**config.mk**
```make
export PLATFORM = sky130hd
export DESIGN_NAME = cbsc_top
export DESIGN_NICKNAME = d
export VERILOG_FILES = /design/src/cbsc_pkg.sv /design/src/cbsc_sync.sv /design/src/cbsc_top.sv
export VERILOG_INCLUDE_DIRS = /design/src /design/src/src
export SDC_FILE = /design/constraint.sdc
export NUM_CORES = 1
export LEC_CHECK = 0
export ABC_AREA = 0
export BUFFER_PORTS_ARGS = -buffer_cell sky130_fd_sc_hd__buf_4
export CAP_MARGIN = 10
export CORE_ASPECT_RATIO = 0.75
export CORE_MARGIN = 5
export CORE_UTILIZATION = 43
export DETAILED_ROUTE_END_ITERATION = 6
export PLACE_DENSITY = 0.66
export SKIP_CTS_REPAIR_TIMING = 1
export SLEW_MARGIN = 20
export SYNTH_ARGS = -nofsm -noshare
export SYNTH_HDL_FRONTEND = slang
export SYNTH_HIERARCHICAL = 1
export SYNTH_SLANG_ARGS = --single-unit
```
**constraint.sdc**
```tcl
create_clock -name i_clk -period 3.6 [get_ports i_clk]
set_clock_uncertainty 0.15 [all_clocks]
set_input_delay 0.9 -clock i_clk [delete_from_list [all_inputs] [get_ports i_clk]]
set_output_delay 0.9 -clock i_clk [all_outputs]
set_load 0.05 [all_outputs]
```
**src/cbsc_defines.svh**
```systemverilog
// How it works
// - as target, assert device select to claim cycles hitting our window
// - as initiator, abort the cycle if no device select before timeout
// - initiator drives frame low at start, low while more data follows
// - frame high marks the final data phase for both sides
// - a data phase completes only when both ready strobes are low
// - grant goes to the card only after our own transaction is complete
// - target drives parity error low two clocks after bad data, not special
// - target stop ends the transaction; initiator stops on it
// - card system error is forwarded to the host side system error
// - binary audio level from the card goes to the speaker output
// - status change input is reported and raises a wake-up event
// - bus lock gives an initiator exclusive access; host starts wait out a card lock, the target ignores lock
// - detect and voltage-sense lines give insertion state and card voltage
// - even parity over address/data and command lines, driven one clock later
// - command in address phase, byte enables in data phases, bit 0 lowest
`ifndef CBSC_DEFINES_SVH
`define CBSC_DEFINES_SVH

// link clocks without device select before the initiator gives up
`define CBSC_DEVSEL_TIMEOUT 5
`define CBSC_TO_W           4
`define CBSC_CMD_SPECIAL    4'h1
`define CBSC_CMD_WR_BIT     0
`define CBSC_SYNC_W         53
// default target window
`define CBSC_TGT_BASE       32'h0000_0000
`define CBSC_TGT_MASK       32'hFFFF_F000

`endif

```
**src/cbsc_pkg.sv**
```systemverilog
package cbsc_pkg;
	typedef enum logic [1:0] {I_IDLE, I_ADDR, I_DATA, I_TURN} cbsc_ist_t;
	typedef enum logic [1:0] {T_IDLE, T_WAIT, T_DATA, T_TURN} cbsc_tst_t;
	typedef enum logic [1:0] {CD_ABSENT, CD_PARTIAL, CD_SEATED} cbsc_cd_t;
endpackage : cbsc_pkg

```
**src/cbsc_sync.sv**
```systemverilog
`timescale 1ns/1ps
// two-flop synchroniser, first stage read only by the second
module cbsc_sync #(
	parameter int          P_W   = 1,
	parameter logic [P_W-1:0] P_RST = '1
) (
	input  wire logic           i_clk,
	input  wire logic           i_rstn,
	input  wire logic           i_ce,
	input  wire logic [P_W-1:0] i_d,
	output logic      [P_W-1:0] o_q
);
	logic [P_W-1:0] meta_r;

	always_ff @(posedge i_clk or negedge i_rstn) begin
		if (!i_rstn) begin
			meta_r <= P_RST;
			o_q    <= P_RST;
		end else if (i_ce) begin
			meta_r <= i_d;
			o_q    <= meta_r;
		end
	end
endmodule : cbsc_sync

```
**src/cbsc_top.sv**
```systemverilog
`timescale 1ns/1ps
`include "cbsc_defines.svh"
module cbsc_top #(
	parameter logic [31:0] P_BASE    = `CBSC_TGT_BASE,
	parameter logic [31:0] P_MASK    = `CBSC_TGT_MASK,
	parameter int          P_TIMEOUT = `CBSC_DEVSEL_TIMEOUT
) (
	input  wire logic        i_clk,
	input  wire logic        i_rstn,
	input  wire logic        i_ce,
	input  wire logic        i_req,
	input  wire logic [3:0]  i_cmd,
	input  wire logic [31:0] i_addr,
	input  wire logic [31:0] i_wdata,
	input  wire logic [3:0]  i_be_n,
	input  wire logic        i_lock,
	output logic             o_done,
	output logic             o_abort,
	output logic             o_disc,
	output logic      [31:0] o_rdata,
	input  wire logic [31:0] i_tgt_rdata,
	output logic             o_tgt_wr,
	output logic      [31:0] o_tgt_addr,
	output logic      [31:0] o_tgt_wdata,
	output logic      [3:0]  o_tgt_be,
	output logic             o_tgt_perr,
	input  wire logic        i_audio_en,
	output logic             o_speaker_out,
	output logic             o_irq,
	output logic             o_wake,
	output logic             o_serr_n,
	output cbsc_pkg::cbsc_cd_t o_cd_state,
	output logic      [1:0]  o_vsense,
	input  wire logic        i_cclk,
	input  wire logic        i_cframe_n,
	output logic             o_cframe_n,
	output logic             o_cframe_oe,
	input  wire logic        i_cirdy_n,
	output logic             o_cirdy_n,
	output logic             o_cirdy_oe,
	input  wire logic        i_ctrdy_n,
	output logic             o_ctrdy_n,
	output logic             o_ctrdy_oe,
	input  wire logic        i_cdevsel_n,
	output logic             o_cdevsel_n,
	output logic             o_cdevsel_oe,
	input  wire logic        i_cstop_n,
	output logic             o_cstop_n,
	output logic             o_cstop_oe,
	output logic             o_cperr_n,
	output logic             o_cperr_oe,
	input  wire logic        i_cpar,
	output logic             o_cpar,
	output logic             o_cpar_oe,
	input  wire logic        i_cblock_n,
	output logic             o_cblock_n,
	output logic             o_cblock_oe,
	input  wire logic [31:0] i_cad,
	output logic      [31:0] o_cad,
	output logic             o_cad_oe,
	input  wire logic [3:0]  i_ccbe_n,
	output logic      [3:0]  o_ccbe_n,
	output logic             o_ccbe_oe,
	output logic             o_cgnt_n,
	input  wire logic        i_creq_n,
	input  wire logic        i_cserr_n,
	input  wire logic        i_cint_n,
	input  wire logic        i_caudio,
	input  wire logic        i_cstschg,
	input  wire logic        i_ccd1_n,
	input  wire logic        i_ccd2_n,
	input  wire logic        i_cvs1,
	input  wire logic        i_cvs2
);
	logic s_cclk, s_frame_n, s_irdy_n, s_trdy_n, s_devsel_n, s_stop_n;
	logic s_par, s_lock_n, s_creq_n, s_serr_n, s_cint_n, s_audio;
	logic s_stschg, s_cd1_n, s_cd2_n, s_vs1, s_vs2;
	logic [3:0]  s_cbe_n;
	logic [31:0] s_ad;
	logic [`CBSC_SYNC_W-1:0] sync_q;
	logic [`CBSC_SYNC_W-1:0] samp_r;
	logic cclk_d_r, frame_d_r, stschg_d_r, tchk_r, tpar_r, ev, start;
	logic [`CBSC_TO_W-1:0] cnt_r;
	logic [3:0] icmd_r, tcmd_r;
	cbsc_pkg::cbsc_ist_t ist_r;
	cbsc_pkg::cbsc_tst_t tst_r;

	// synchroniser resets high except status change, which idles low;
	// keeps the wake detector from seeing a false edge after reset
	localparam logic [`CBSC_SYNC_W-1:0] SYNC_RST =
		{12'hFFF, 1'b0, 40'hFF_FFFF_FFFF};

	// every pin crosses two flops before use
	cbsc_sync #(
		.P_W   (`CBSC_SYNC_W),
		.P_RST (SYNC_RST)
	) i_cbsc_sync (
		.i_clk  (i_clk),
		.i_rstn (i_rstn),
		.i_ce   (i_ce),
		.i_d    ({i_cclk, i_cframe_n, i_cirdy_n, i_ctrdy_n, i_cdevsel_n,
		          i_cstop_n, i_cpar, i_cblock_n, i_creq_n, i_cserr_n,
		          i_cint_n, i_caudio, i_cstschg, i_ccd1_n, i_ccd2_n,
		          i_cvs1, i_cvs2, i_ccbe_n, i_cad}),
		.o_q    (sync_q)
	);
	// link clock straight from the synchroniser, bus pins one i_clk older:
	// at a detected rise they still show the level from before the edge
	assign s_cclk = sync_q[`CBSC_SYNC_W-1];
	assign {s_frame_n, s_irdy_n, s_trdy_n, s_devsel_n, s_stop_n,
	        s_par, s_lock_n, s_creq_n, s_serr_n, s_cint_n, s_audio,
	        s_stschg, s_cd1_n, s_cd2_n, s_vs1, s_vs2, s_cbe_n, s_ad} =
	       samp_r[`CBSC_SYNC_W-2:0];

	// pre-edge sample, so both ready strobes are judged at the same edge
	always_ff @(posedge i_clk or negedge i_rstn) begin
		if (!i_rstn)
			samp_r <= SYNC_RST;
		else if (i_ce)
			samp_r <= sync_q;
	end

	// link rising edge; all bus logic steps only here
	assign ev = i_ce & s_cclk & ~cclk_d_r;
	// start only on an idle bus, not granted away, not locked by the card
	assign start = ev && ist_r == cbsc_pkg::I_IDLE && i_req && o_cgnt_n &&
	               s_frame_n && s_irdy_n && (s_lock_n || o_cblock_oe);

	// edge history
	always_ff @(posedge i_clk or negedge i_rstn) begin
		if (!i_rstn) begin
			cclk_d_r  <= 1'b1;
			frame_d_r <= 1'b1;
		end else if (i_ce) begin
			cclk_d_r <= s_cclk;
			if (ev)
				frame_d_r <= s_frame_n;
		end
	end

	// initiator sequence: single data phase per request
	always_ff @(posedge i_clk or negedge i_rstn) begin
		if (!i_rstn) begin
			ist_r       <= cbsc_pkg::I_IDLE;
			o_cframe_n  <= 1'b1;
			o_cframe_oe <= 1'b0;
			o_cirdy_n   <= 1'b1;
			o_cirdy_oe  <= 1'b0;
			o_cblock_n  <= 1'b1;
			o_cblock_oe <= 1'b0;
			cnt_r       <= '0;
			icmd_r      <= '0;
			o_done      <= 1'b0;
			o_abort     <= 1'b0;
			o_disc      <= 1'b0;
			o_rdata     <= '0;
		end else if (i_ce) begin
			o_done  <= 1'b0;
			o_abort <= 1'b0;
			o_disc  <= 1'b0;
			if (ev) begin
				case (ist_r)
				cbsc_pkg::I_IDLE: begin
					if (!i_lock) begin // lock spans transactions until dropped
						o_cblock_n  <= 1'b1;
						o_cblock_oe <= 1'b0;
					end
					if (start) begin
						o_cframe_n  <= 1'b0;
						o_cframe_oe <= 1'b1;
						o_cirdy_oe  <= 1'b1;
						cnt_r       <= '0;
						icmd_r      <= i_cmd;
						ist_r       <= cbsc_pkg::I_ADDR;
					end
				end
				cbsc_pkg::I_ADDR: begin
					o_cframe_n <= 1'b1; // single phase, so it is the last
					o_cirdy_n  <= 1'b0;
					if (i_lock) begin
						o_cblock_n  <= 1'b0;
						o_cblock_oe <= 1'b1;
					end
					ist_r <= cbsc_pkg::I_DATA;
				end
				cbsc_pkg::I_DATA: begin
					if (!s_devsel_n && !s_trdy_n) begin
						o_done    <= 1'b1;
						o_disc    <= ~s_stop_n;
						o_rdata   <= s_ad;
						o_cirdy_n <= 1'b1;
						ist_r     <= cbsc_pkg::I_TURN;
					end else if (!s_devsel_n && !s_stop_n) begin
						o_disc    <= 1'b1;
						o_cirdy_n <= 1'b1;
						ist_r     <= cbsc_pkg::I_TURN;
					end else if (s_devsel_n &&
					             cnt_r == `CBSC_TO_W'(P_TIMEOUT)) begin
						o_abort   <= 1'b1;
						o_cirdy_n <= 1'b1;
						ist_r     <= cbsc_pkg::I_TURN;
					end else if (s_devsel_n) begin
						cnt_r <= cnt_r + 1'b1;
					end
				end
				cbsc_pkg::I_TURN: begin
					// strobes were parked high one clock before release
					o_cframe_oe <= 1'b0;
					o_cirdy_oe  <= 1'b0;
					ist_r       <= cbsc_pkg::I_IDLE;
				end
				default: ist_r <= cbsc_pkg::I_IDLE;
				endcase
			end
		end
	end

	// target sequence: claim, wait one clock for turnaround, one data phase
	always_ff @(posedge i_clk or negedge i_rstn) begin
		if (!i_rstn) begin
			tst_r        <= cbsc_pkg::T_IDLE;
			o_cdevsel_n  <= 1'b1;
			o_cdevsel_oe <= 1'b0;
			o_ctrdy_n    <= 1'b1;
			o_ctrdy_oe   <= 1'b0;
			o_cstop_n    <= 1'b1;
			o_cstop_oe   <= 1'b0;
			tcmd_r       <= '0;
			tchk_r       <= 1'b0;
			tpar_r       <= 1'b0;
			o_tgt_wr     <= 1'b0;
			o_tgt_addr   <= '0;
			o_tgt_wdata  <= '0;
			o_tgt_be     <= '0;
		end else if (i_ce) begin
			o_tgt_wr <= 1'b0;
			if (ev) begin
				tchk_r <= 1'b0;
				case (tst_r)
				cbsc_pkg::T_IDLE: begin
					if (!s_frame_n && frame_d_r && !o_cframe_oe &&
					    (s_ad & P_MASK) == P_BASE) begin
						tcmd_r       <= s_cbe_n; // command lanes
						o_tgt_addr   <= s_ad;
						o_cdevsel_n  <= 1'b0;
						o_cdevsel_oe <= 1'b1;
						o_ctrdy_oe   <= 1'b1;
						o_cstop_oe   <= 1'b1;
						tst_r        <= cbsc_pkg::T_WAIT;
					end
				end
				cbsc_pkg::T_WAIT: begin
					o_ctrdy_n <= 1'b0;
					// no bursts: disconnect with data if frame still low
					o_cstop_n <= s_frame_n;
					tst_r     <= cbsc_pkg::T_DATA;
				end
				cbsc_pkg::T_DATA: begin
					if (!s_irdy_n) begin // both ready low
						o_tgt_wr    <= tcmd_r[`CBSC_CMD_WR_BIT];
						o_tgt_wdata <= s_ad;
						o_tgt_be    <= ~s_cbe_n; // bit 0 is lane 0
						tpar_r      <= ^{s_ad, s_cbe_n};
						tchk_r      <= 1'b1;
						o_cdevsel_n <= 1'b1;
						o_ctrdy_n   <= 1'b1;
						o_cstop_n   <= 1'b1;
						tst_r       <= cbsc_pkg::T_TURN;
					end
				end
				cbsc_pkg::T_TURN: begin
					o_cdevsel_oe <= 1'b0;
					o_ctrdy_oe   <= 1'b0;
					o_cstop_oe   <= 1'b0;
					tst_r        <= cbsc_pkg::T_IDLE;
				end
				default: tst_r <= cbsc_pkg::T_IDLE;
				endcase
			end
		end
	end

	// address/data drivers for both roles, command drivers for the initiator only
	always_ff @(posedge i_clk or negedge i_rstn) begin
		if (!i_rstn) begin
			o_cad     <= '0;
			o_cad_oe  <= 1'b0;
			o_ccbe_n  <= '1;
			o_ccbe_oe <= 1'b0;
		end else if (ev) begin
			if (start) begin
				o_cad     <= i_addr;
				o_cad_oe  <= 1'b1;
				o_ccbe_n  <= i_cmd;
				o_ccbe_oe <= 1'b1;
			end else if (ist_r == cbsc_pkg::I_ADDR) begin
				o_ccbe_n <= i_be_n;
				o_cad    <= i_wdata;
				o_cad_oe <= icmd_r[`CBSC_CMD_WR_BIT];
			end else if (ist_r == cbsc_pkg::I_TURN) begin
				o_cad_oe  <= 1'b0;
				o_ccbe_oe <= 1'b0;
			end else if (tst_r == cbsc_pkg::T_WAIT &&
			             !tcmd_r[`CBSC_CMD_WR_BIT]) begin
				o_cad    <= i_tgt_rdata;
				o_cad_oe <= 1'b1;
			end else if (tst_r == cbsc_pkg::T_DATA && !s_irdy_n) begin
				o_cad_oe <= 1'b0;
			end
		end
	end

	// even parity, one link clock behind what it
	always_ff @(posedge i_clk or negedge i_rstn) begin
		if (!i_rstn) begin
			o_cpar    <= 1'b0;
			o_cpar_oe <= 1'b0;
		end else if (ev) begin
			o_cpar    <= ^{o_cad, (o_ccbe_oe ? o_ccbe_n : s_cbe_n)};
			o_cpar_oe <= o_cad_oe;
		end
	end

	// parity error: low at the second clock after the data
	always_ff @(posedge i_clk or negedge i_rstn) begin
		if (!i_rstn) begin
			o_cperr_n  <= 1'b1;
			o_cperr_oe <= 1'b0;
			o_tgt_perr <= 1'b0;
		end else if (i_ce) begin
			o_tgt_perr <= 1'b0;
			if (ev) begin
				if (tchk_r && s_par != tpar_r &&
				    tcmd_r != `CBSC_CMD_SPECIAL) begin
					o_cperr_n  <= 1'b0;
					o_cperr_oe <= 1'b1;
					o_tgt_perr <= 1'b1;
				end else if (!o_cperr_n) begin
					o_cperr_n <= 1'b1; // park high before release
				end else begin
					o_cperr_oe <= 1'b0;
				end
			end
		end
	end

	// arbiter: grant only between our transactions
	always_ff @(posedge i_clk or negedge i_rstn) begin
		if (!i_rstn) begin
			o_cgnt_n <= 1'b1;
		end else if (ev) begin
			if (s_creq_n)
				o_cgnt_n <= 1'b1;
			else if (ist_r == cbsc_pkg::I_IDLE && !start &&
			         s_frame_n && s_irdy_n)
				o_cgnt_n <= 1'b0;
		end
	end

	// sideband: audio, interrupt, errors, status change, detect
	always_ff @(posedge i_clk or negedge i_rstn) begin
		if (!i_rstn) begin
			o_speaker_out <= 1'b0;
			o_irq         <= 1'b0;
			o_serr_n      <= 1'b1;
			o_wake        <= 1'b0;
			stschg_d_r    <= 1'b0;
			o_cd_state    <= cbsc_pkg::CD_ABSENT;
			o_vsense      <= '0;
		end else if (i_ce) begin
			o_speaker_out <= i_audio_en & s_audio;
			o_irq         <= ~s_cint_n;
			// level follows the pin, so a slow pull-up release is harmless
			o_serr_n      <= s_serr_n;
			stschg_d_r    <= s_stschg;
			o_wake        <= s_stschg ^ stschg_d_r;
			o_vsense      <= {s_vs2, s_vs1};
			if (!s_cd1_n && !s_cd2_n)
				o_cd_state <= cbsc_pkg::CD_SEATED;
			else if (!s_cd1_n || !s_cd2_n)
				o_cd_state <= cbsc_pkg::CD_PARTIAL;
			else
				o_cd_state <= cbsc_pkg::CD_ABSENT;
		end
	end

	property p_gnt_idle;
		@(posedge i_clk) disable iff (!i_rstn)
		!o_cgnt_n |-> ist_r == cbsc_pkg::I_IDLE && !o_cframe_oe;
	endproperty
	a_gnt_idle: assert property (p_gnt_idle)
		else $error("grant while own transaction active");

	property p_gnt_drop;
		@(posedge i_clk) disable iff (!i_rstn)
		ev && s_creq_n |=> o_cgnt_n;
	endproperty
	a_gnt_drop: assert property (p_gnt_drop)
		else $error("grant kept after request removed");

	property p_timeout;
		@(posedge i_clk) disable iff (!i_rstn)
		o_abort |-> $past(s_devsel_n) &&
		            $past(cnt_r) == `CBSC_TO_W'(P_TIMEOUT);
	endproperty
	a_timeout: assert property (p_timeout)
		else $error("abort without device select timeout");

	property p_cnt_max;
		@(posedge i_clk) disable iff (!i_rstn)
		cnt_r <= `CBSC_TO_W'(P_TIMEOUT);
	endproperty
	a_cnt_max: assert property (p_cnt_max)
		else $error("device select counter past its limit");

	property p_frame_last;
		@(posedge i_clk) disable iff (!i_rstn)
		o_cframe_oe && !o_cframe_n |-> ist_r == cbsc_pkg::I_ADDR && o_cad_oe;
	endproperty
	a_frame_last: assert property (p_frame_last)
		else $error("frame low outside address phase");

	property p_done_rdy;
		@(posedge i_clk) disable iff (!i_rstn)
		o_done |-> !$past(o_cirdy_n) && !$past(s_trdy_n) &&
		           !$past(s_devsel_n);
	endproperty
	a_done_rdy: assert property (p_done_rdy)
		else $error("data phase done without both ready");

	property p_par;
		@(posedge i_clk) disable iff (!i_rstn)
		ev |=> o_cpar_oe == $past(o_cad_oe);
	endproperty
	a_par: assert property (p_par)
		else $error("parity enable not one clock behind data");

	property p_perr;
		@(posedge i_clk) disable iff (!i_rstn)
		$fell(o_cperr_n) |-> tcmd_r != `CBSC_CMD_SPECIAL &&
		                     tst_r == cbsc_pkg::T_IDLE;
	endproperty
	a_perr: assert property (p_perr)
		else $error("parity error at wrong time");

	property p_devsel;
		@(posedge i_clk) disable iff (!i_rstn)
		!o_cdevsel_n |-> o_cdevsel_oe && tst_r != cbsc_pkg::T_IDLE;
	endproperty
	a_devsel: assert property (p_devsel)
		else $error("device select outside a claim");

	property p_stop;
		@(posedge i_clk) disable iff (!i_rstn)
		!o_cstop_n |-> !o_cdevsel_n && !o_ctrdy_n;
	endproperty
	a_stop: assert property (p_stop)
		else $error("stop without select and ready");

	property p_audio;
		@(posedge i_clk) disable iff (!i_rstn)
		i_ce |=> o_speaker_out == ($past(i_audio_en) && $past(s_audio));
	endproperty
	a_audio: assert property (p_audio)
		else $error("speaker does not follow card audio");

	c_done:  cover property (@(posedge i_clk) disable iff (!i_rstn) o_done);
	c_abort: cover property (@(posedge i_clk) disable iff (!i_rstn) o_abort);
	c_twr:   cover property (@(posedge i_clk) disable iff (!i_rstn) o_tgt_wr);
	c_gnt:   cover property (@(posedge i_clk) disable iff (!i_rstn)
	                         $fell(o_cgnt_n));
endmodule : cbsc_top

```
==> results.cfg <==
[place]
gp_congestion = 0.807
hpwl_mm = 25.9
place_inst = 1876
port_buffers = 330
dp_slack_ps = 525

[routing]
vias = 9533
wl_mm = 36.4
avgRoutedWirePerCell_um = 18.7
viasPerCell = 4.91
drt-initial-drc-count = 449
drtAntennaViolNets = 0
drtPass1Iterations = 5
drc = 0

[critical_path]
critPathSlowestCell = dfstp_2
cp_max_fo = 33
path_delay_family = flip-flops
end_kind = flip-flop
crit_type = reg -> reg
crit_buf_inv = 1
worstPathArrival_ps = 2780
crit_required_ps = 3860
cp-start-kind = flip-flop
worstPathCellList = nand4_2 > nor2_4 > a21o_1 > o21a_2 > buf_4 > mux2_2
worst_path_largest_cell_delay_ps = 630

[yosys]
ys_seq_area_share_pct = 58.2
synth_edf_count = 0
synth-simple-area-share_pct = 5.24
synth_area_um2 = 15000
syn_nets = 1317
avgSynthCellArea_um2 = 13.3
synth_cell_type_count = 53
async_flop_share_pct = 100
synth_top_family_by_area = multiplexers
synth_fa_ha_area_share_pct = 1.83
ys_ff_latch = 341
postSynthCellCount = 1132
yosysWarnings = 6
synth.area.mux_share_pct = 21.3
synth_compound_area_share_pct = 6.11
synthXorXnorAreaFrac_pct = 3.65
synth_flop_cell = dfrtp_1

[die]
io-pin-count = 331
design.die.area_um2 = 38800
core_um2 = 34500
row_count = 59
die_h_um = 172
initial_core_util_pct = 43.5
die_w_um = 226

[clocking]
root_buffer = clkbuf_16
cts_htree_levels = 2
clk_latency_ps = 540
clk_pin_slew_worst_paths_ps = 60
cts.sink_count = 341
numCtsBuffers = 36
cts_tree = built
clk_path_buf_depth = 3

[timing]
slew_viol_final = 0
tns_ps = 0
finalSetupViolations = 0
relSlewSlack_pct = 36.7
finalWorstSetupSlack_ps = 1080
fin_crit_ps = 2520
hold_violations = 0
grt_setup_unrepaired = no
fmax_ghz = 0.396
worst_pin_slew_ps = 949
fin_crit_sh_pct = 70.1

[global_route]
antenna_found_initial = 0
grt_max_degree = 180
grt_pass1_wl_mm = 56.3
grt_use_total_pct = 18.3
grt-ovfl-total = 0
grt_pass1_vias = 9972

[power_and_ir_drop]
ir_worst_vdd_mv = 0.646
power_density_nw_per_um2 = 860
power.leakage_nw = 8.76
power_mw = 16.4

[finish]
num-nets-final = 1642
instances_no_fill = 1942
drive_gt1_share_pct = 55.9
utilization_pct = 55.3
fillers = 2933
syn2layout_area_growth_pct = 27.3
layout_common_cells = 340 x buf_4, 173 x mux2_2, 171 x dfrtp_1
layout_commonest_cell = buf_4
diodes = 0

[status]
outcome = complete, no violations

[run]
drv_cap = 0

[worst_hold_path]
hold_path.class = in -> async
[cell usage after synthesis (all sizes together) (3+ instances only)]
| library cell | n | share of area (%) |
|---|---|---|
| o21ai | 120 | 4.3 |
| mux2i | 35 | 2.3 |
| a22o | 4 | 0.23 |
| inv | 38 | 0.95 |
| clkbuf | 18 | 0.47 |
| o21a | 4 | 0.20 |
| dfstp | 170 | 30 |
| o22ai | 5 | 0.21 |
| a21oi | 12 | 0.40 |
| nand4 | 3 | 0.17 |
| ha | 22 | 1.8 |
| buf | 43 | 2.2 |
| nor2 | 17 | 0.54 |
| nand3 | 11 | 0.37 |
| nand2 | 137 | 3.4 |
| xor2 | 7 | 0.41 |
| a31oi | 3 | 0.12 |
| mux2 | 233 | 19 |
| xnor2 | 53 | 3.1 |
| dfrtp | 171 | 28 |
[worst paths after layout]
path | cells after the start | endpoint | startpoint | slack (ps)
hold reg to reg | 2 | o_tgt_wdata[31]$_DFFE_PN0P_ | o_tgt_wdata[31]$_DFFE_PN0P_ | 330
max in group asynchronous | 2 | i_cbsc_sync/o_q[50]$_DFFE_PN1P_ | i_rstn | 2160
hold / removal | 1 | o_cad[6]$_DFFE_PN0P_ | i_rstn | 260
min in group i_clk | 2 | o_tgt_wdata[31]$_DFFE_PN0P_ | o_tgt_wdata[31]$_DFFE_PN0P_ | 330
setup / recovery | 6 | o_cad[31]$_DFFE_PN0P_ | samp_r[51]$_DFFE_PN1P_ | 1080
setup reg to reg | 6 | o_cad[31]$_DFFE_PN0P_ | samp_r[51]$_DFFE_PN1P_ | 1080
[worst reg2reg max path, cell delays in order (launching register included)]
cell	delay [ps]
dfstp_2	630
nand4_2	150
nor2_4	240
a21o_1	190
o21a_2	120
buf_4	470
mux2_2	440
[cells by family (layout without fill, tap and decap cells)]
family / after synthesis / in the layout
simple gates: 182 / 182
xor+xnor: 61 / 61
flops: 341 / 341
compound gates: 159 / 159
buf+inv: 99 / 452
fa+ha+maj: 22 / 22
mux: 268 / 268
[per-layer routing]
layer | wire, µm | track usage [%] | share of wire, % | vias to the layer above
li1 | - | - | - | 4541
met1 | 16200 | 25.5 | 45 | 4768
met2 | 17400 | 29.0 | 48 | 179
met3 | 2180 | 4.88 | 6.0 | 45
met4 | 592 | 4.02 | 1.6 | 0
met5 | 0 | 0 | 0 | -
[registers in the layout (all words and copies together) (netlist names), 2 cells and up]
name,flops
o_tgt_addr,32
o_vsense,2
i_cbsc_sync/meta_r,53
o_cd_state,2
ist_r,2
i_cbsc_sync/o_q,53
tcmd_r,4
o_tgt_wdata,32
tst_r,2
o_ccbe_n,4
o_tgt_be,4
samp_r,52
o_rdata,32
cnt_r,4
o_cad,32
[power by group]
part / total (mW) / switching [mW] / internal, mW / leakage (nW)
clock network: 3.80 / 1.55 / 2.25 / 0.603
registers: 5.69 / 0.706 / 4.98 / 4.00
logic: 6.96 / 4.16 / 2.80 / 4.16
total: 16.4 / 6.41 / 10.0 / 8.76
[area by class of cell]
| type | count | area (µm²) | area share, % |
|---|---|---|---|
| Sequential cell | 341 | 8750 | 45.7 |
| Tap cell | 457 | 572 | 2.99 |
| Timing Repair Buffer | 348 | 2700 | 14.1 |
| Multi-Input combinational cell | 692 | 5740 | 30.0 |
| Clock buffer | 53 | 1040 | 5.46 |
| Clock inverter | 13 | 174 | 0.910 |
| Inverter | 38 | 143 | 0.746 |
[through the flow]
| stage | instance area (µm²) | hold WS, ps |
|---|---|---|
| after floorplan | 15000 | 289 |
| after global placement | 17900 | 306 |
| after detailed placement | 17900 | 312 |
| after CTS | 19100 | 293 |
| after global routing | 19100 | 306 |
| final | 19100 | 255 |
(Power assumes the default switching activity.)
